<file path="src/verilog/rlw_map.svh">
`ifndef RLW_MAP_SVH
`define RLW_MAP_SVH

// register indices; the byte address on the bus is four times the index
`define RLW_IDX_OPTION 8'h94
`define RLW_IDX_SOFTWARE_COMMAND_PORT 8'h97
`define RLW_IDX_AUXILIARY_CONTROL_TWO 8'hF7
`define RLW_IDX_AUXILIARY_CONTROL_ONE 8'hF8
`define RLW_IDX_CAUSE 8'hFC

// reset values
`define RLW_OPTION_RESET 8'h00
`define RLW_AUXILIARY_CONTROL_TWO_RESET 8'h06
`define RLW_AUXILIARY_CONTROL_ONE_RESET 8'h00
`define RLW_CFG_RESET 8'h00

// writable bit masks (reserved bits read as zero)
`define RLW_OPTION_MASK 8'hBC
`define RLW_AUXILIARY_CONTROL_TWO_MASK 8'hF7

// field positions
`define RLW_OPT_WDT_PERIOD_HI 5
`define RLW_OPT_WDT_PERIOD_LO 4
`define RLW_AUXILIARY_CONTROL_TWO_WDT_CTRL_HI 7
`define RLW_AUXILIARY_CONTROL_TWO_WDT_CTRL_LO 6
`define RLW_AUXILIARY_CONTROL_TWO_POWER_SAVE 5
`define RLW_AUXILIARY_CONTROL_TWO_MON_PD 0
`define RLW_AUXILIARY_CONTROL_ONE_WDT_CLEAR 7

// software reset key
`define RLW_SW_RESET_KEY 8'h56

// timing
`define RLW_PCLK_HZ 20000000
`define RLW_POR_HOLD_MS 40
`define RLW_POR_HOLD_CYCLES ((`RLW_POR_HOLD_MS * `RLW_PCLK_HZ) / 1000)
`define RLW_RST_HOLD_CYCLES 16
`define RLW_SRC_HZ 68000
`define RLW_WDT_LONG_MS 480
`define RLW_WDT_LONG_TICKS ((`RLW_WDT_LONG_MS * `RLW_SRC_HZ) / 1000)
`define RLW_PIN_MIN_SRC_TICKS 2

`endif

</file>
<file path="src/verilog/rlw_pkg.sv">
package rlw_pkg;

  typedef enum logic [2:0] {
    RLW_MODE_FAST,
    RLW_MODE_SLOW,
    RLW_MODE_IDLE,
    RLW_MODE_STOP,
    RLW_MODE_HALT
  } rlw_mode_t;

  // upper configuration byte as loaded from program memory
  typedef struct packed {
    logic protect;
    logic pin_reset_enable;
    logic [2:0] low_voltage_threshold_select;
    logic [2:0] other;
  } rlw_cfg_t;

  typedef struct packed {
    logic low_voltage_reset;
    logic watchdog_overflow_reset;
    logic software_reset_command;
    logic external_pin_reset;
    logic power_on;
  } rlw_cause_t;

endpackage

</file>
<file path="src/verilog/rlw_sync3.sv">
`timescale 1ns/1ns
// three-stage synchroniser; the output follows once the last two stages agree
module rlw_sync3 #(
  parameter int W = 1,
  parameter logic [W-1:0] INIT = '0
) (
  input wire logic pclk,
  input wire logic presetn,
  input wire logic [W-1:0] d,
  output logic [W-1:0] q
);
  logic [W-1:0] s1_reg;
  logic [W-1:0] s2_reg;
  logic [W-1:0] s3_reg;

  always_ff @(posedge pclk or negedge presetn) begin
    if (!presetn) begin
      s1_reg <= INIT;
      s2_reg <= INIT;
      s3_reg <= INIT;
    end else begin
      s1_reg <= d;
      s2_reg <= s1_reg;
      s3_reg <= s2_reg;
    end
  end

  always_ff @(posedge pclk or negedge presetn) begin
    if (!presetn) begin
      q <= INIT;
    end else begin
      for (int i = 0; i < W; i++) begin
        if (s2_reg[i] == s3_reg[i]) begin
          q[i] <= s3_reg[i];
        end
      end
    end
  end
endmodule // rlw_sync3

</file>
<file path="src/verilog/rlw_reset_ctrl.sv">
// Notes on behaviour
// RULE1 - the chip is reset by power-on, the external pin, a software command, watchdog overflow or low voltage.
// RULE2 - any reset returns every special function register to its default value; the code loads the cause register with the reset source instead.
// RULE3 - after power-on the reset is held 40 ms, then the configuration word is loaded before release.
// RULE4 - the pin reset is active low and a low of at least 2 slow RC periods is recognised as reset.
// RULE5 - the pin enable bit of the configuration word ignores the pin at 0 and honours it at 1.
// RULE6 - writing 56h to the software command register resets the chip, other values do not.
// RULE7 - the watchdog counts slow RC ticks in fast and slow modes and runs or stops in low-power modes by its enable.
// RULE8 - the watchdog period field selects 480, 240, 120 or 60 ms for codes 00 to 11.
// RULE9 - watchdog control 0x disables the reset, 10 allows it in fast and slow only, 11 in all modes.
// RULE10 - writing 1 to the watchdog clear bit zeroes the counter, the bit self-clears next cycle, and any reset zeroes it.
// RULE11 - the threshold field of the configuration word selects one of eight low-voltage trip levels.
// RULE12 - monitor power-down disables low-voltage reset, keeping power-on detection in fast, slow and idle only.
// RULE13 - power save leaves only power-on detection in idle and switches detection off in stop and halt.
// RULE14 - in fast and slow modes power save has no effect on the low-voltage reset.
// RULE15 - all sources merge into one internal reset that asserts at once and releases on the clock; the code asserts chip_rst_n on the next clock edge too.
`timescale 1ns/1ns
`include "rlw_map.svh"
module rlw_reset_ctrl import rlw_pkg::*; #(
  parameter int POR_HOLD_CYCLES = `RLW_POR_HOLD_CYCLES,
  parameter int WDT_LONG_TICKS = `RLW_WDT_LONG_TICKS,
  parameter int RST_HOLD_CYCLES = `RLW_RST_HOLD_CYCLES
) (
  input wire logic pclk,
  input wire logic presetn,
  input wire logic psel,
  input wire logic penable,
  input wire logic pwrite,
  input wire logic [11:0] paddr,
  input wire logic [31:0] pwdata,
  output logic [31:0] prdata,
  output logic pready,
  output logic pslverr,
  input wire logic external_pin_reset_n,
  input wire logic slow_internal_rc,
  input wire logic vcc_below_lvr,
  input wire logic vcc_below_por,
  input wire rlw_mode_t cpu_mode,
  output logic cfg_rd_req,
  input wire logic cfg_rd_valid,
  input wire logic [7:0] cfg_rd_data,
  output logic [2:0] low_voltage_threshold_select,
  output logic lvr_monitor_en,
  output logic por_monitor_en,
  output logic chip_rst_n
);

  typedef enum logic [1:0] {
    ST_POR_HOLD,
    ST_CFG_LOAD,
    ST_RUN,
    ST_RST_HOLD
  } rlw_state_t;

  localparam int CNT_W = $clog2(POR_HOLD_CYCLES + 1);
  localparam logic [CNT_W-1:0] POR_LAST = CNT_W'(POR_HOLD_CYCLES - 1);
  localparam logic [CNT_W-1:0] HOLD_LAST = CNT_W'(RST_HOLD_CYCLES - 1);
  localparam logic [15:0] WDT_LONG = 16'(WDT_LONG_TICKS);
  localparam logic [1:0] PIN_TICKS = 2'(`RLW_PIN_MIN_SRC_TICKS);

  // synchronised pins
  logic pin_n_s;
  logic src_s;
  logic lvr_s;
  logic por_s;

  rlw_sync3 #(
    .W(4),
    .INIT(4'b0001)
  ) u_sync (
    .pclk(pclk),
    .presetn(presetn),
    .d({slow_internal_rc, vcc_below_lvr, vcc_below_por, external_pin_reset_n}),
    .q({src_s, lvr_s, por_s, pin_n_s})
  );

  rlw_state_t state_reg;
  rlw_state_t state_next;
  logic [CNT_W-1:0] cnt_reg;
  rlw_cfg_t cfg_reg;
  rlw_cause_t cause_reg;
  rlw_cause_t req;
  logic [7:0] option_reg;
  logic [7:0] auxiliary_control_two_reg;
  logic [7:0] auxiliary_control_one_reg;
  logic src_prev_reg;
  logic src_tick;
  logic [1:0] pin_cnt_reg;
  logic [15:0] wdt_cnt_reg;
  logic [15:0] wdt_limit;
  logic wdt_run;
  logic wdt_rst_en;
  logic wdt_ovf;
  logic run_mode;
  logic low_mode;
  logic lvr_on;
  logic por_on;
  logic sw_reset_hit;
  logic sfr_clear;
  logic setup;
  logic access;
  logic wr_en;
  logic [7:0] idx;
  logic addr_ok;
  logic [7:0] wbyte;
  logic [7:0] rd_byte;

  // bus decode
  assign setup = psel && !penable;
  assign access = psel && penable && pready;
  assign wr_en = access && pwrite;
  assign idx = paddr[9:2];
  assign wbyte = pwdata[7:0];
  assign sfr_clear = !chip_rst_n;

  always_comb begin
    addr_ok = (paddr[11:10] == 2'b00) && (paddr[1:0] == 2'b00);
    rd_byte = 8'h00;
    unique case (idx)
      `RLW_IDX_OPTION: rd_byte = option_reg;
      `RLW_IDX_SOFTWARE_COMMAND_PORT: rd_byte = 8'h00;
      `RLW_IDX_AUXILIARY_CONTROL_TWO: rd_byte = auxiliary_control_two_reg;
      `RLW_IDX_AUXILIARY_CONTROL_ONE: rd_byte = auxiliary_control_one_reg;
      `RLW_IDX_CAUSE: rd_byte = {3'b000, cause_reg};
      default: addr_ok = 1'b0;
    endcase
  end

  // answer one cycle after setup, so every access phase is one cycle long
  always_ff @(posedge pclk or negedge presetn) begin
    if (!presetn) begin
      pready <= 1'b0;
      prdata <= 32'h0000_0000;
      pslverr <= 1'b0;
    end else begin
      pready <= setup;
      if (setup) begin
        prdata <= (addr_ok && !pwrite) ? {24'h00_0000, rd_byte} : 32'h0000_0000;
        pslverr <= !addr_ok;
      end else begin
        prdata <= 32'h0000_0000;
        pslverr <= 1'b0;
      end
    end
  end

  assign sw_reset_hit = wr_en && addr_ok && (idx == `RLW_IDX_SOFTWARE_COMMAND_PORT) && (wbyte == `RLW_SW_RESET_KEY); // see RULE6

  // registers return to defaults while the chip reset is held
  always_ff @(posedge pclk or negedge presetn) begin
    if (!presetn) begin
      option_reg <= `RLW_OPTION_RESET;
    end else if (sfr_clear) begin
      option_reg <= `RLW_OPTION_RESET; // see RULE2
    end else if (wr_en && addr_ok && idx == `RLW_IDX_OPTION) begin
      option_reg <= wbyte & `RLW_OPTION_MASK;
    end
  end

  always_ff @(posedge pclk or negedge presetn) begin
    if (!presetn) begin
      auxiliary_control_two_reg <= `RLW_AUXILIARY_CONTROL_TWO_RESET;
    end else if (sfr_clear) begin
      auxiliary_control_two_reg <= `RLW_AUXILIARY_CONTROL_TWO_RESET; // see RULE2
    end else if (wr_en && addr_ok && idx == `RLW_IDX_AUXILIARY_CONTROL_TWO) begin
      auxiliary_control_two_reg <= wbyte & `RLW_AUXILIARY_CONTROL_TWO_MASK;
    end
  end

  always_ff @(posedge pclk or negedge presetn) begin
    if (!presetn) begin
      auxiliary_control_one_reg <= `RLW_AUXILIARY_CONTROL_ONE_RESET;
    end else if (sfr_clear) begin
      auxiliary_control_one_reg <= `RLW_AUXILIARY_CONTROL_ONE_RESET; // see RULE2
    end else if (wr_en && addr_ok && idx == `RLW_IDX_AUXILIARY_CONTROL_ONE) begin
      auxiliary_control_one_reg <= wbyte;
    end else begin
      auxiliary_control_one_reg[`RLW_AUXILIARY_CONTROL_ONE_WDT_CLEAR] <= 1'b0; // see RULE10
    end
  end

  // operating mode and voltage monitor gating
  assign run_mode = (cpu_mode == RLW_MODE_FAST) || (cpu_mode == RLW_MODE_SLOW);
  assign low_mode = (cpu_mode == RLW_MODE_STOP) || (cpu_mode == RLW_MODE_HALT);

  always_comb begin
    // power save only matters outside fast and slow
    lvr_on = !auxiliary_control_two_reg[`RLW_AUXILIARY_CONTROL_TWO_MON_PD] && (run_mode || !auxiliary_control_two_reg[`RLW_AUXILIARY_CONTROL_TWO_POWER_SAVE]); // see RULE12, RULE13, RULE14
    // with the threshold monitor off, stop and halt drop detection entirely
    por_on = lvr_on || !low_mode; // see RULE12, RULE13
  end

  always_ff @(posedge pclk or negedge presetn) begin
    if (!presetn) begin
      lvr_monitor_en <= 1'b0;
      por_monitor_en <= 1'b0;
      low_voltage_threshold_select <= 3'b000;
    end else begin
      lvr_monitor_en <= lvr_on && chip_rst_n;
      por_monitor_en <= por_on || !chip_rst_n;
      // follows the loaded byte at the release edge so the monitor never sees a stale level after release
      if (state_reg == ST_CFG_LOAD && cfg_rd_valid) begin
        low_voltage_threshold_select <= cfg_rd_data[5:3]; // see RULE11
      end else begin
        low_voltage_threshold_select <= cfg_reg.low_voltage_threshold_select; // see RULE11
      end
    end
  end

  // slow RC tick
  always_ff @(posedge pclk or negedge presetn) begin
    if (!presetn) begin
      src_prev_reg <= 1'b0;
    end else begin
      src_prev_reg <= src_s;
    end
  end

  assign src_tick = src_s && !src_prev_reg;

  // pin must stay low for two slow RC rising edges before it counts
  always_ff @(posedge pclk or negedge presetn) begin
    if (!presetn) begin
      pin_cnt_reg <= 2'b00;
    end else if (pin_n_s) begin
      pin_cnt_reg <= 2'b00;
    end else if (src_tick && pin_cnt_reg != PIN_TICKS) begin
      pin_cnt_reg <= pin_cnt_reg + 2'b01; // see RULE4
    end
  end

  // watchdog
  assign wdt_limit = WDT_LONG >> option_reg[`RLW_OPT_WDT_PERIOD_HI:`RLW_OPT_WDT_PERIOD_LO]; // see RULE8
  assign wdt_run = run_mode || (auxiliary_control_two_reg[`RLW_AUXILIARY_CONTROL_TWO_WDT_CTRL_HI:`RLW_AUXILIARY_CONTROL_TWO_WDT_CTRL_LO] == 2'b11); // see RULE7
  assign wdt_rst_en = auxiliary_control_two_reg[`RLW_AUXILIARY_CONTROL_TWO_WDT_CTRL_HI] && (auxiliary_control_two_reg[`RLW_AUXILIARY_CONTROL_TWO_WDT_CTRL_LO] || run_mode); // see RULE9
  assign wdt_ovf = wdt_run && src_tick && (wdt_cnt_reg >= wdt_limit - 16'h0001);

  always_ff @(posedge pclk or negedge presetn) begin
    if (!presetn) begin
      wdt_cnt_reg <= 16'h0000;
    end else if (sfr_clear || auxiliary_control_one_reg[`RLW_AUXILIARY_CONTROL_ONE_WDT_CLEAR] || wdt_ovf) begin
      wdt_cnt_reg <= 16'h0000; // see RULE10
    end else if (wdt_run && src_tick) begin
      wdt_cnt_reg <= wdt_cnt_reg + 16'h0001; // see RULE7
    end
  end

  // reset requests
  always_comb begin
    req.power_on = por_on && por_s;
    req.external_pin_reset = cfg_reg.pin_reset_enable && (pin_cnt_reg == PIN_TICKS); // see RULE4, RULE5
    req.software_reset_command = sw_reset_hit; // see RULE6
    req.watchdog_overflow_reset = wdt_ovf && wdt_rst_en; // see RULE9
    req.low_voltage_reset = lvr_on && lvr_s; // see RULE12
  end

  // sequencer
  always_comb begin
    state_next = state_reg;
    unique case (state_reg)
      ST_POR_HOLD: begin
        if (cnt_reg == POR_LAST) begin
          state_next = ST_CFG_LOAD; // see RULE3
        end
      end
      ST_CFG_LOAD: begin
        if (cfg_rd_valid) begin
          state_next = ST_RUN; // see RULE3
        end
      end
      ST_RUN: begin
        if (req.power_on) begin
          state_next = ST_POR_HOLD;
        end else if (req != '0) begin
          state_next = ST_RST_HOLD; // see RULE1
        end
      end
      ST_RST_HOLD: begin
        if (req.power_on) begin
          state_next = ST_POR_HOLD;
        end else if (cnt_reg >= HOLD_LAST && req == '0) begin
          state_next = ST_RUN;
        end
      end
    endcase
  end

  always_ff @(posedge pclk or negedge presetn) begin
    if (!presetn) begin
      state_reg <= ST_POR_HOLD;
    end else begin
      state_reg <= state_next;
    end
  end

  always_ff @(posedge pclk or negedge presetn) begin
    if (!presetn) begin
      cnt_reg <= '0;
    end else if (state_next != state_reg) begin
      cnt_reg <= '0;
    end else if (state_reg == ST_POR_HOLD || (state_reg == ST_RST_HOLD && cnt_reg != HOLD_LAST)) begin
      cnt_reg <= cnt_reg + CNT_W'(1);
    end
  end

  // configuration word is fetched only after power-on
  always_ff @(posedge pclk or negedge presetn) begin
    if (!presetn) begin
      cfg_reg <= `RLW_CFG_RESET;
      cfg_rd_req <= 1'b0;
    end else begin
      cfg_rd_req <= (state_next == ST_CFG_LOAD);
      if (state_reg == ST_CFG_LOAD && cfg_rd_valid) begin
        cfg_reg <= cfg_rd_data; // see RULE3
      end
    end
  end

  // asynchronous entry by presetn, synchronous release
  always_ff @(posedge pclk or negedge presetn) begin
    if (!presetn) begin
      chip_rst_n <= 1'b0;
    end else begin
      chip_rst_n <= (state_next == ST_RUN); // see RULE15
    end
  end

  // cause of the latest reset; survives internal resets so software can read it
  always_ff @(posedge pclk or negedge presetn) begin
    if (!presetn) begin
      cause_reg <= '0;
      cause_reg.power_on <= 1'b1;
    end else if (state_reg != ST_POR_HOLD && req.power_on) begin
      cause_reg <= '0;
      cause_reg.power_on <= 1'b1;
    end else if (state_reg == ST_RUN && req != '0) begin
      cause_reg <= req; // see RULE1
    end
  end

endmodule // rlw_reset_ctrl

</file>
<file path="config.mk">
export PLATFORM = sky130hd
export DESIGN_NAME = rlw_reset_ctrl
export DESIGN_NICKNAME = d
export VERILOG_FILES = /design/src/verilog/rlw_pkg.sv /design/src/verilog/rlw_sync3.sv /design/src/verilog/rlw_reset_ctrl.sv
export VERILOG_INCLUDE_DIRS = /design/src /design/src/verilog
export SDC_FILE = /design/constraint.sdc
export NUM_CORES = 1
export LEC_CHECK = 0
export ABC_AREA = 0
export BUFFER_PORTS_ARGS = -buffer_cell sky130_fd_sc_hd__buf_4
export CAP_MARGIN = 10
export CORE_MARGIN = 2
export CORE_UTILIZATION = 55
export CTS_CLUSTER_DIAMETER = 120
export CTS_CLUSTER_SIZE = 28
export DETAILED_ROUTE_END_ITERATION = 7
export PLACE_DENSITY = 0.8
export SYNTH_ARGS = -nofsm -noshare
export SYNTH_HDL_FRONTEND = slang
export SYNTH_SLANG_ARGS = --single-unit
</file>
<file path="constraint.sdc">
create_clock -name pclk -period 5 [get_ports pclk]
set_input_delay 0.75 -clock pclk [delete_from_list [all_inputs] [get_ports pclk]]
set_output_delay 0.75 -clock pclk [all_outputs]
set_load 0.02 [all_outputs]
</file>
# Word-level counts from Yosys, hierarchy flattened
# Cells that the tools add are included.
dict set report totals {
  ff_bits 131
  inputBits 65
  output_inout_bits 41
  word_cells 151
}
dict set report classes {
  addsub 4
  order_cmp 2
  eq_ne 27
  n_shift 1
  mux 28
  n_reduce_logical 58
}
# op n
set op_table {}
lappend op_table {{2-to-1 mux 8 bit} 7}
lappend op_table {{equality test 8 bit, second input constant} 5}
lappend op_table {{2-to-1 mux 20 bit} 2}
lappend op_table {{2-to-1 mux 16 bit} 2}
lappend op_table {{one-hot mux 8 bit (4 select lines)} 1}
lappend op_table {{logical AND 1 bit} 28}
lappend op_table {{adder 20 x 1 -> 20 bit, second input constant} 1}
lappend op_table {{equality test 20 bit, second input constant} 1}
lappend op_table {{greater-or-equal comparator 20 x 4 -> 1 bit, second input constant} 1}
lappend op_table {{inequality test 20 x 4 -> 1 bit, second input constant} 1}
lappend op_table {{adder 16 x 1 -> 16 bit, second input constant} 1}
lappend op_table {{greater-or-equal comparator 16 bit} 1}
lappend op_table {{2-to-1 mux 2 bit} 8}
lappend op_table {{>> shifter 15 x 2 -> 16 bit, first input constant} 1}
lappend op_table {{subtractor 16 x 1 -> 16 bit, second input constant} 1}
lappend op_table {{equality test 2 bit, second input constant} 5}
lappend op_table {{logical OR 1 bit} 10}
lappend op_table {{2-to-1 mux 5 bit} 2}
lappend op_table {{nonzero test 2 bit} 5}
lappend op_table {{equality test 8 x 7 -> 1 bit, second input constant} 1}
lappend op_table {{logical NOT 1 bit} 8}
lappend op_table {{one-hot mux 2 bit (4 select lines)} 1}
lappend op_table {{2-to-1 mux 7 bit} 1}
lappend op_table {{logical NOT 2 bit} 3}
lappend op_table {{15 further kinds} 23}

# Logic depth before layout (Yosys ltp)
# Gate-level depths: netlist of the first run.
dict set report logic_depth {
  depth_word 13
  depth_mapped 10
  mapped_depth_nobuf 9
}

# Cells and area by module
# A second synthesis of the first run with hierarchy kept.
dict set report hier_totals {
  cells_unflattened 500
  hier_area_um2 5238.8
}
# mod instances cells_each area_per_inst_um2 seq_area_each_um2
set by_module_without_submodules {}
lappend by_module_without_submodules {rlw_reset_ctrl 1 480 4788.3 2180.8}
lappend by_module_without_submodules {rlw_sync3 1 20 450.4 405.4}

# Worst setup path after synthesis of the first run
# Ideal clock, no wire load.
dict set report synth_timing {
  path_type {input -> register}
  from {input port cpu_mode[1]}
  to {register cnt_reg[2]}
  t_arrival_ns 2.400
  setup_slack_ns 2.471
  stages 7
  path_buffers 1
  cell_sequence {or3b_1 > a21oi_2 > nor2b_2 > or3_4 > o31ai_1 > buf_2 > nor4_2}
}
dict set report synth_between {
  elab_chain_cells 13
  elab_cells_between_ends 29
  cone_classes {eq/ne: 4; mux: 6; reduce/logical: 19}
}
# element line_no
set synth_rtl {}
lappend synth_rtl {{from (decl)} rlw_reset_ctrl.sv:38} ;# input wire rlw_mode_t cpu_mode,
lappend synth_rtl {{equality test 3 x 1 -> 1 bit / logical NOT 3 bit (equally long branches)} rlw_reset_ctrl.sv:183} ;# assign run_mode = (cpu_mode == RLW_MODE_FAST) || (cpu_mode == RLW_MODE_SLOW);
lappend synth_rtl {{logical OR 1 bit} rlw_reset_ctrl.sv:183}
lappend synth_rtl {{logical OR 1 bit, on equally long branches} {rlw_reset_ctrl.sv:188, rlw_reset_ctrl.sv:234}}
lappend synth_rtl {{logical AND 1 bit, on equally long branches} {rlw_reset_ctrl.sv:188, rlw_reset_ctrl.sv:236}}
lappend synth_rtl {{logical OR 1 bit / logical AND 1 bit (equally long branches)} {rlw_reset_ctrl.sv:190, rlw_reset_ctrl.sv:236}}
lappend synth_rtl {{logical AND 1 bit, on equally long branches} {rlw_reset_ctrl.sv:250, rlw_reset_ctrl.sv:253}}
lappend synth_rtl {{logical NOT 5 bit} rlw_reset_ctrl.sv:281} ;# end else if (cnt_reg >= HOLD_LAST && req == '0) begin
lappend synth_rtl {{logical AND 1 bit} rlw_reset_ctrl.sv:281}
lappend synth_rtl {{2-to-1 mux 2 bit} rlw_reset_ctrl.sv:281}
lappend synth_rtl {{2-to-1 mux 2 bit} rlw_reset_ctrl.sv:279} ;# if (req.power_on) begin
lappend synth_rtl {{one-hot mux 2 bit (4 select lines) *} rlw_reset_ctrl.sv:260} ;# unique case (state_reg)
lappend synth_rtl {{inequality test 2 bit *} rlw_reset_ctrl.sv:299} ;# end else if (state_next != state_reg) begin
lappend synth_rtl {{2-to-1 mux 20 bit / nonzero test 2 bit (equally long branches)} -}
lappend synth_rtl {{to (signal assigned)} rlw_reset_ctrl.sv:302} ;# cnt_reg <= cnt_reg + CNT_W'(1);
lappend synth_rtl {{to (decl)} rlw_reset_ctrl.sv:79} ;# logic [CNT_W-1:0] cnt_reg;
# Every way passes the cells marked *; elsewhere a longest branch is shown, timed or not.
# A chain may end at the register's enable or synchronous reset.

# Worst setup path in the final report of the first run
dict set report layout_timing {
  from {input port paddr[9]}
  to {register auxiliary_control_one_reg[4]}
}
dict set report layout_between {
  elab_chain_cells 6
  elab_cells_between_ends 10
  cone_classes {eq/ne: 6; mux: 1; reduce/logical: 3}
}
# element line_no
set layout_rtl {}
lappend layout_rtl {{from (decl)} rlw_reset_ctrl.sv:29} ;# input wire logic [11:0] paddr,
lappend layout_rtl {{equality test 8 bit} rlw_reset_ctrl.sv:119} ;# unique case (idx)
lappend layout_rtl {{OR reduction 5 bit (no source line)} -}
lappend layout_rtl {{2-to-1 mux 1 bit} rlw_reset_ctrl.sv:119}
lappend layout_rtl {{logical AND 1 bit} rlw_reset_ctrl.sv:175} ;# end else if (wr_en && addr_ok && idx == `RLW_IDX_AUXILIARY_CONTROL_ONE) begin
lappend layout_rtl {{logical AND 1 bit (no source line) *} -}
lappend layout_rtl {{inequality test 2 x 1 -> 1 bit (no source line) *} -}
lappend layout_rtl {{to (signal assigned)} rlw_reset_ctrl.sv:172} ;# auxiliary_control_one_reg <= `RLW_AUXILIARY_CONTROL_ONE_RESET;
lappend layout_rtl {{to (signal assigned)} rlw_reset_ctrl.sv:174} ;# auxiliary_control_one_reg <= `RLW_AUXILIARY_CONTROL_ONE_RESET;
lappend layout_rtl {{to (signal assigned)} rlw_reset_ctrl.sv:176} ;# auxiliary_control_one_reg <= wbyte;
lappend layout_rtl {{to (decl)} rlw_reset_ctrl.sv:85} ;# logic [7:0] auxiliary_control_one_reg;
# Marks and branches as above.

==> results of run 1 <==
## cells in the mapped netlist (2+ instances only)
cell,n,share of area [%]
sky130_fd_sc_hd__nor3_2,20,3.8
sky130_fd_sc_hd__ha_1,11,2.6
sky130_fd_sc_hd__nand2b_1,4,0.47
sky130_fd_sc_hd__clkbuf_1,10,0.71
sky130_fd_sc_hd__and2_1,6,0.71
sky130_fd_sc_hd__or3_1,9,1.1
sky130_fd_sc_hd__o2111ai_1,6,0.99
sky130_fd_sc_hd__nor4_1,4,0.47
sky130_fd_sc_hd__mux2_2,5,1.1
sky130_fd_sc_hd__conb_1,2,0.14
sky130_fd_sc_hd__inv_1,13,0.92
sky130_fd_sc_hd__and3_1,7,0.82
sky130_fd_sc_hd__or3_4,2,0.42
sky130_fd_sc_hd__nor4bb_1,2,0.38
sky130_fd_sc_hd__or4_1,2,0.28
sky130_fd_sc_hd__buf_2,2,0.19
sky130_fd_sc_hd__a22oi_1,3,0.42
sky130_fd_sc_hd__a21oi_1,21,2.0
sky130_fd_sc_hd__nor2b_1,21,2.5
sky130_fd_sc_hd__nor2_1,32,2.3
sky130_fd_sc_hd__o211ai_1,2,0.28
sky130_fd_sc_hd__nand3b_1,4,0.56
sky130_fd_sc_hd__xnor2_1,14,2.3
sky130_fd_sc_hd__o2bb2ai_1,2,0.33
sky130_fd_sc_hd__xor2_1,12,2.0
sky130_fd_sc_hd__a21o_1,2,0.28
sky130_fd_sc_hd__nor3_1,8,0.75
sky130_fd_sc_hd__nand4_1,11,1.3
sky130_fd_sc_hd__a2bb2oi_1,3,0.49
sky130_fd_sc_hd__nand3_2,2,0.38
sky130_fd_sc_hd__dfstp_2,7,3.5
sky130_fd_sc_hd__nor4b_1,2,0.33
sky130_fd_sc_hd__nand2_1,27,1.9
sky130_fd_sc_hd__dfrtp_1,96,45
sky130_fd_sc_hd__o21bai_1,2,0.28
sky130_fd_sc_hd__nand3_1,9,0.85
sky130_fd_sc_hd__o21ai_0,16,1.5
sky130_fd_sc_hd__mux2i_1,21,4.0
sky130_fd_sc_hd__a222oi_1,6,1.1
sky130_fd_sc_hd__buf_6,2,0.42
sky130_fd_sc_hd__maj3_1,4,0.75
sky130_fd_sc_hd__o31ai_1,4,0.56
sky130_fd_sc_hd__nor3b_1,2,0.28
sky130_fd_sc_hd__buf_4,24,3.4
sky130_fd_sc_hd__and2b_2,2,0.33
## layout make-up
| cell class | instances | area (um^2) | area share (%) |
|---|---|---|---|
| clock buffers | 13 | 158.9 | 2.670 |
| clock inverters | 3 | 42.54 | 0.7149 |
| inverters | 13 | 48.80 | 0.8200 |
| multi-input cells | 359 | 2525 | 42.43 |
| flip-flops and latches | 103 | 2586 | 43.46 |
| well taps | 129 | 161.4 | 2.712 |
| repair buffers | 57 | 427.9 | 7.191 |
## report_power, final
group          internal [uW]  switching [uW]  total (uW)
Sequential               912            82.4         995
Combinational            179             275         454
Clock                    259             276         535
## cells by family after synthesis
group           after synthesis  synth area share [%]
fa+ha+maj                    15                 3.341
xor+xnor                     26                 4.282
mux                          26                 5.012
simple gates                188                 22.12
compound gates               79                 10.71
buf+inv                      52                 5.765
other cells                   2                0.1412
flops                       103                 48.64
## per-stage QoR
stage | cells | hold WS (ns)
after floorplan | 514 | 0.3312
after global placement | 661 | 0.3327
after detailed placement | 661 | 0.3358
after CTS | 677 | 0.3499
after global routing | 677 | 0.3572
final | 677 | 0.3549
## path summary, 6_finish.rpt
| kind | from | endpoint | slack, ns | cells past startpoint |
|---|---|---|---|---|
| hold reg to reg | u_sync.s1_reg[3] | u_sync.s2_reg[3] | 0.35 | 0 |
| setup / recovery | paddr[9] | auxiliary_control_one_reg[4] | 2.00 | 7 |
| min in group asynchronous | presetn | prdata[7] | 0.51 | 1 |
| setup reg to reg | option_reg[5] | cnt_reg[4] | 2.29 | 10 |
| max in group asynchronous | presetn | auxiliary_control_two_reg[1] | 3.52 | 2 |
| hold / removal | u_sync.s1_reg[3] | u_sync.s2_reg[3] | 0.35 | 0 |
## metal layers
| layer | part of all wire (%) | vias up |
|---|---|---|
| met5 | 0 | - |
| met4 | 1.3 | 0 |
| met3 | 5.0 | 14 |
| met2 | 48 | 127 |
| met1 | 46 | 1929 |
| li1 | - | 1824 |
==> flow_metrics.tcl, run 1 <==
set metrics [dict create \
    run_status "complete, no violations" \
    synth_async_sr_flop_share_pct 100.0 \
    timing.final.crit_period_ns 3.004 \
    htree_levels 3 \
    nFillCells 759 \
    drtAntennaViolNets 0 \
    global_router_s_overall_resource_usage_pct 21.75 \
    grt.overflow.total 0 \
    finalSetupViolations 0 \
    max_freq_mhz 332.9 \
    postCtsHoldBufs 0 \
    min_delay_worst_type "flop to flop" \
    core-area_um2 9328 \
    area_of_the_die_um2 10470 \
    endpoint_kind "flop" \
    route.final.wire_length_um 10860 \
    worstMarginPinSlew_ns 1.123 \
    synth-seq-area-share_pct 48.64 \
    critical_path_arrival_ns 3.25 \
    design_power_total_uw 1983 \
    tritoncts_clock_tree "done" \
    detailed_place.area_um2 5749 \
    hold_violations 0 \
    cpLargestDelayFamily "simple AND/OR/NAND/NOR gates" \
    timing.critical_path.slowest_stage_cell "sky130_fd_sc_hd__nor2b_1" \
    port_buffer_count 53 \
    globalRouteMet1Util_pct 30.54 \
    synth_flop_cell "sky130_fd_sc_hd__dfrtp_1" \
    path_class "input port to flop" \
    postSynthRegisterBits 103 \
    crit_path_max_fanout 8 \
    number_of_global_route_vias_before_repair 3743 \
    worst_slew_margin_rel_pct 24.09 \
    grt_antenna_before_repair 0 \
    clock_latency_ns 0.36 \
    final_slew_violations 0 \
    first_pass_iters 4 \
    diodes 0 \
    worst_setup_timing_slack_at_the_placement_stage_ns 1.750 \
    layout.cell_area.non_filler_um2 5951 \
    synth_enable_flop_cells 0 \
    netlist_instances 491 \
    first_iter_violations 224 \
    layout_commonest_cell "sky130_fd_sc_hd__dfrtp_1" \
    mostFrequentLayoutCells "sky130_fd_sc_hd__dfrtp_1 (96), sky130_fd_sc_hd__buf_4 (57), sky130_fd_sc_hd__nor2_1 (32), sky130_fd_sc_hd__nand2_1 (27), sky130_fd_sc_hd__conb_1 (25)" \
    worstSetupStartpointType "input port" \
    die_w_um 102.3 \
    yosys.cell_types.count 70 \
    worstPathBufferInverterCount 1 \
    skew_ns 0.01177 \
    initial_utilization_pct 57.01 \
    timing.max_cap.violations 0 \
    number_of_vias_per_cell 5.752 \
    clock_tree.buffer_depth 2 \
    drc 0 \
    rsz0062_at_grt "false" \
    synthesis_to_layout_area_growth_pct 11.91 \
    grt_first_pass_wirelength_um 17900 \
    tns_ns 0 \
    syn-mean-instance-area_um2 10.83 \
    cpMostUsedCell "sky130_fd_sc_hd__nor2b_1" \
    placement_rows 35 \
    finish.net_count 619 \
    met3_usage_pct 4.104 \
    critical-path-max-stage-delay_ns 0.64 \
    layout.core_utilization_pct 63.80 \
    clock_sinks 103 \
    power_density_nw_per_um2 333.3 \
    dp_hpwl_um 7728 \
    synth.yosys.warnings 0 \
    gp_routability_congestion 0.8212 \
    timing.critical_path.required_ns 5.24 \
    worst_ir_drop_vdd_mv 0.2453 \
    post-route-worst-setup-slack_ns 1.996 \
    cts_resized 0 \
    cell_area_after_synthesis_um2 5318 \
    largest_net_degree_at_the_start_of_global_routing 74 \
    ioPinCount 106 \
    cts_made_buffers 9 \
    grt_use_met2_pct 34.62 \
    floorplan.die.height_um 102.3 \
    grt_most_used_layer "met2" \
    timing.critical_path.cells "buf_4 > nand4_1 > nor4b_1 > nor2b_1 > nand3b_1 > mux2i_1 > nor2b_1" \
    reg_clk_slew_reported_paths_ns 0.09 \
    flip_flop_count_of_the_largest_register_all_copies_and_words_added 20 \
    p_leak_uw 0.002661 \
    timing.final.crit_share_pct 60.08 \
    dr_total_vias 3894 \
    postCtsSetupRepairBufs 0 \
    clk_root_buffer_cell "sky130_fd_sc_hd__clkbuf_8" \
    layout-drive-gt1-share_pct 22.45 \
    detail_route.wl_per_cell_um 16.04 \
]
(Power assumes the default switching activity.)
==> run 2: changes to the inputs <==
Settings changed: CORE_UTILIZATION 55 to 50, PLACE_DENSITY 0.8 to 0.76.
Clock period 5 ns to 2.6 ns, I/O delays scaled along.
==> run 2 against run 1 <==
- via count is 1.5% higher
- routed wire length grew 0.99%
- critical endpoint is now cnt_reg[10]
- sequential power increased by 86%
- die area grew 9.6%
- core utilization down 3.8 points
- count of clock-buffer cells in the layout is 4 lower
- first-iteration DRC count up 23%
- final area up 4.0%
- highest routed layer unchanged
- critical path depth increased by 2
==> flow_metrics.tcl, run 2 (same netlist as run 1, synthesis figures left out) <==
set metrics [dict create \
    area_of_the_die_um2 11480 \
    hold_violations 0 \
    clock_tree.buffer_depth 2 \
    final_slew_violations 0 \
    reg_clk_slew_reported_paths_ns 0.11 \
    worstSetupStartpointType "flop" \
    timing.final.crit_share_pct 96.33 \
    max_freq_mhz 399.3 \
    hold-worst-slack_ns 0.1131 \
    first_iter_violations 275 \
    synthesis_to_layout_area_growth_pct 16.40 \
    layout_commonest_cell "sky130_fd_sc_hd__dfrtp_1" \
    flip_flop_count_of_the_largest_register_all_copies_and_words_added 20 \
    worstMarginPinSlew_ns 0.5599 \
    diodes 0 \
    gp_routability_congestion 0.9035 \
    first_pass_iters 5 \
    number_of_vias_per_cell 5.632 \
    layout.cell_area.non_filler_um2 6190 \
    timing.critical_path.required_ns 2.86 \
    min_delay_worst_type "input port to flop" \
    grt_first_pass_wirelength_um 18220 \
    global_router_s_overall_resource_usage_pct 20.15 \
    worst_setup_timing_slack_at_the_placement_stage_ns 0.06050 \
    clock_sinks 103 \
    p_leak_uw 0.002761 \
    run_status "complete, no violations" \
    worst_slew_margin_rel_pct 62.64 \
    worst-r2r-setup-slack_ns 0.1 \
    drc 0 \
    port_buffer_count 53 \
    grt_antenna_before_repair 0 \
    endpoint_kind "flop" \
    tritoncts_clock_tree "done" \
    skew_ns 0.01563 \
    grt.overflow.total 0 \
    worst_ir_drop_vdd_mv 0.4652 \
    timing.final.crit_period_ns 2.505 \
    layout-drive-gt1-share_pct 26.15 \
    post-route-worst-setup-slack_ns 0.09542 \
    finish.net_count 637 \
    dp_hpwl_um 7666 \
    placement_rows 37 \
    largest_net_degree_at_the_start_of_global_routing 70 \
    power_density_nw_per_um2 627.7 \
    drtAntennaViolNets 0 \
    floorplan.die.height_um 107.1 \
    finish.cell_count_without_fillers 702 \
    design_power_total_uw 3885 \
    core-area_um2 10320 \
    critical_path_arrival_ns 2.76 \
    initial_utilization_pct 51.51 \
    detail_route.wl_per_cell_um 15.63 \
    numPlacedInstances 681 \
    clock_latency_ns 0.38 \
    number_of_global_route_vias_before_repair 3862 \
    detailed_place.area_um2 5893 \
    clk_root_buffer_cell "sky130_fd_sc_hd__clkbuf_8" \
    htree_levels 3 \
    mostFrequentLayoutCells "sky130_fd_sc_hd__dfrtp_1 (95), sky130_fd_sc_hd__buf_4 (69), sky130_fd_sc_hd__nor2_1 (31), sky130_fd_sc_hd__nand2_1 (27), sky130_fd_sc_hd__conb_1 (25)" \
    crit_path_max_fanout 10 \
    finalSetupViolations 0 \
    dr_total_vias 3954 \
    timing.critical_path.cells "ha_1 > nand3_2 > or3_4 > or4_4 > and2_4 > a311oi_4 > buf_4 > buf_12 > nor3_2" \
    cts_made_buffers 9 \
    ioPinCount 106 \
    die_w_um 107.1 \
    route.final.wire_length_um 10970 \
    timing.max_cap.violations 0 \
    timing.critical_path.slowest_stage_cell "sky130_fd_sc_hd__or4_4" \
    critical-path-max-stage-delay_ns 0.50 \
    path_class "flop to flop" \
]
[run 2: cell count changes in the layout (fill, tap and decap cells not counted), sizes merged]
cell	previous run	this run
clkinv	1	3
clkinvlp	1	0
bufinv	1	0
inv	13	17
dlygate4sd3	0	1
clkbuf	13	10
buf	57	73
[run 2: critical path: cells and delay by family, from the launching register on]
kind / cells / cell delay (ns)
adder cells (fa/ha/maj): 1 / 0.23
AND/OR/NAND/NOR: 5 / 1.25
buffers and inverters: 2 / 0.34
flip-flops: 1 / 0.40
AO/OA/AOI/OAI: 1 / 0.18
[run 2: metal layers]
layer	wire length, um	global-route usage, %	share of wire [%]
met1	4938	27.08	45
met2	5216	31.83	48
met3	524	3.161	4.8
met4	289	9.926	2.6
met5	0	0	0
[run 2: final cells by class]
type / count / area (um^2)
clock buffer: 9 / 123.9
clock inverter: 7 / 62.56
fill: 852 / 4134
inverter: 13 / 48.80
multi-input combinational: 359 / 2572
sequential: 103 / 2587
tap: 136 / 170.2
timing repair buffer: 75 / 624.3
[run 2: report_power, final]
group          switching [uW]  internal, uW  leakage (uW)
Clock                     597           371     0.0000980
Sequential               99.1          1760       0.00135
Combinational             617           446       0.00131
[run 2: worst paths after layout]
path | from | to | cells after the start
max | cnt_reg[1] | cnt_reg[10] | 9
min | external_pin_reset_n | u_sync.s1_reg[0] | 1
max reg2reg | cnt_reg[1] | cnt_reg[10] | 9
min reg2reg | u_sync.s1_reg[1] | u_sync.s2_reg[1] | 0
max in group asynchronous | presetn | u_sync.s3_reg[0] | 3
min in group asynchronous | presetn | prdata[5] | 2
[run 2: metrics by stage]
step / TNS [ns] / utilization (%)
after floorplan: 0 / -
after global routing: -0.02256 / 59.96
after detailed placement: 0 / 57.08
after CTS: 0 / 58.99
final: 0 / 59.96
after global placement: 0 / 57.08
[run 2: timing repair]
action | in CTS | in global routing
hold buffers | 1 | 0
setup endpoints to repair | 0 | 20
endpoints found under the hold margin | 32 | 0
gates resized for setup | 0 | 8
setup buffers | 0 | 2
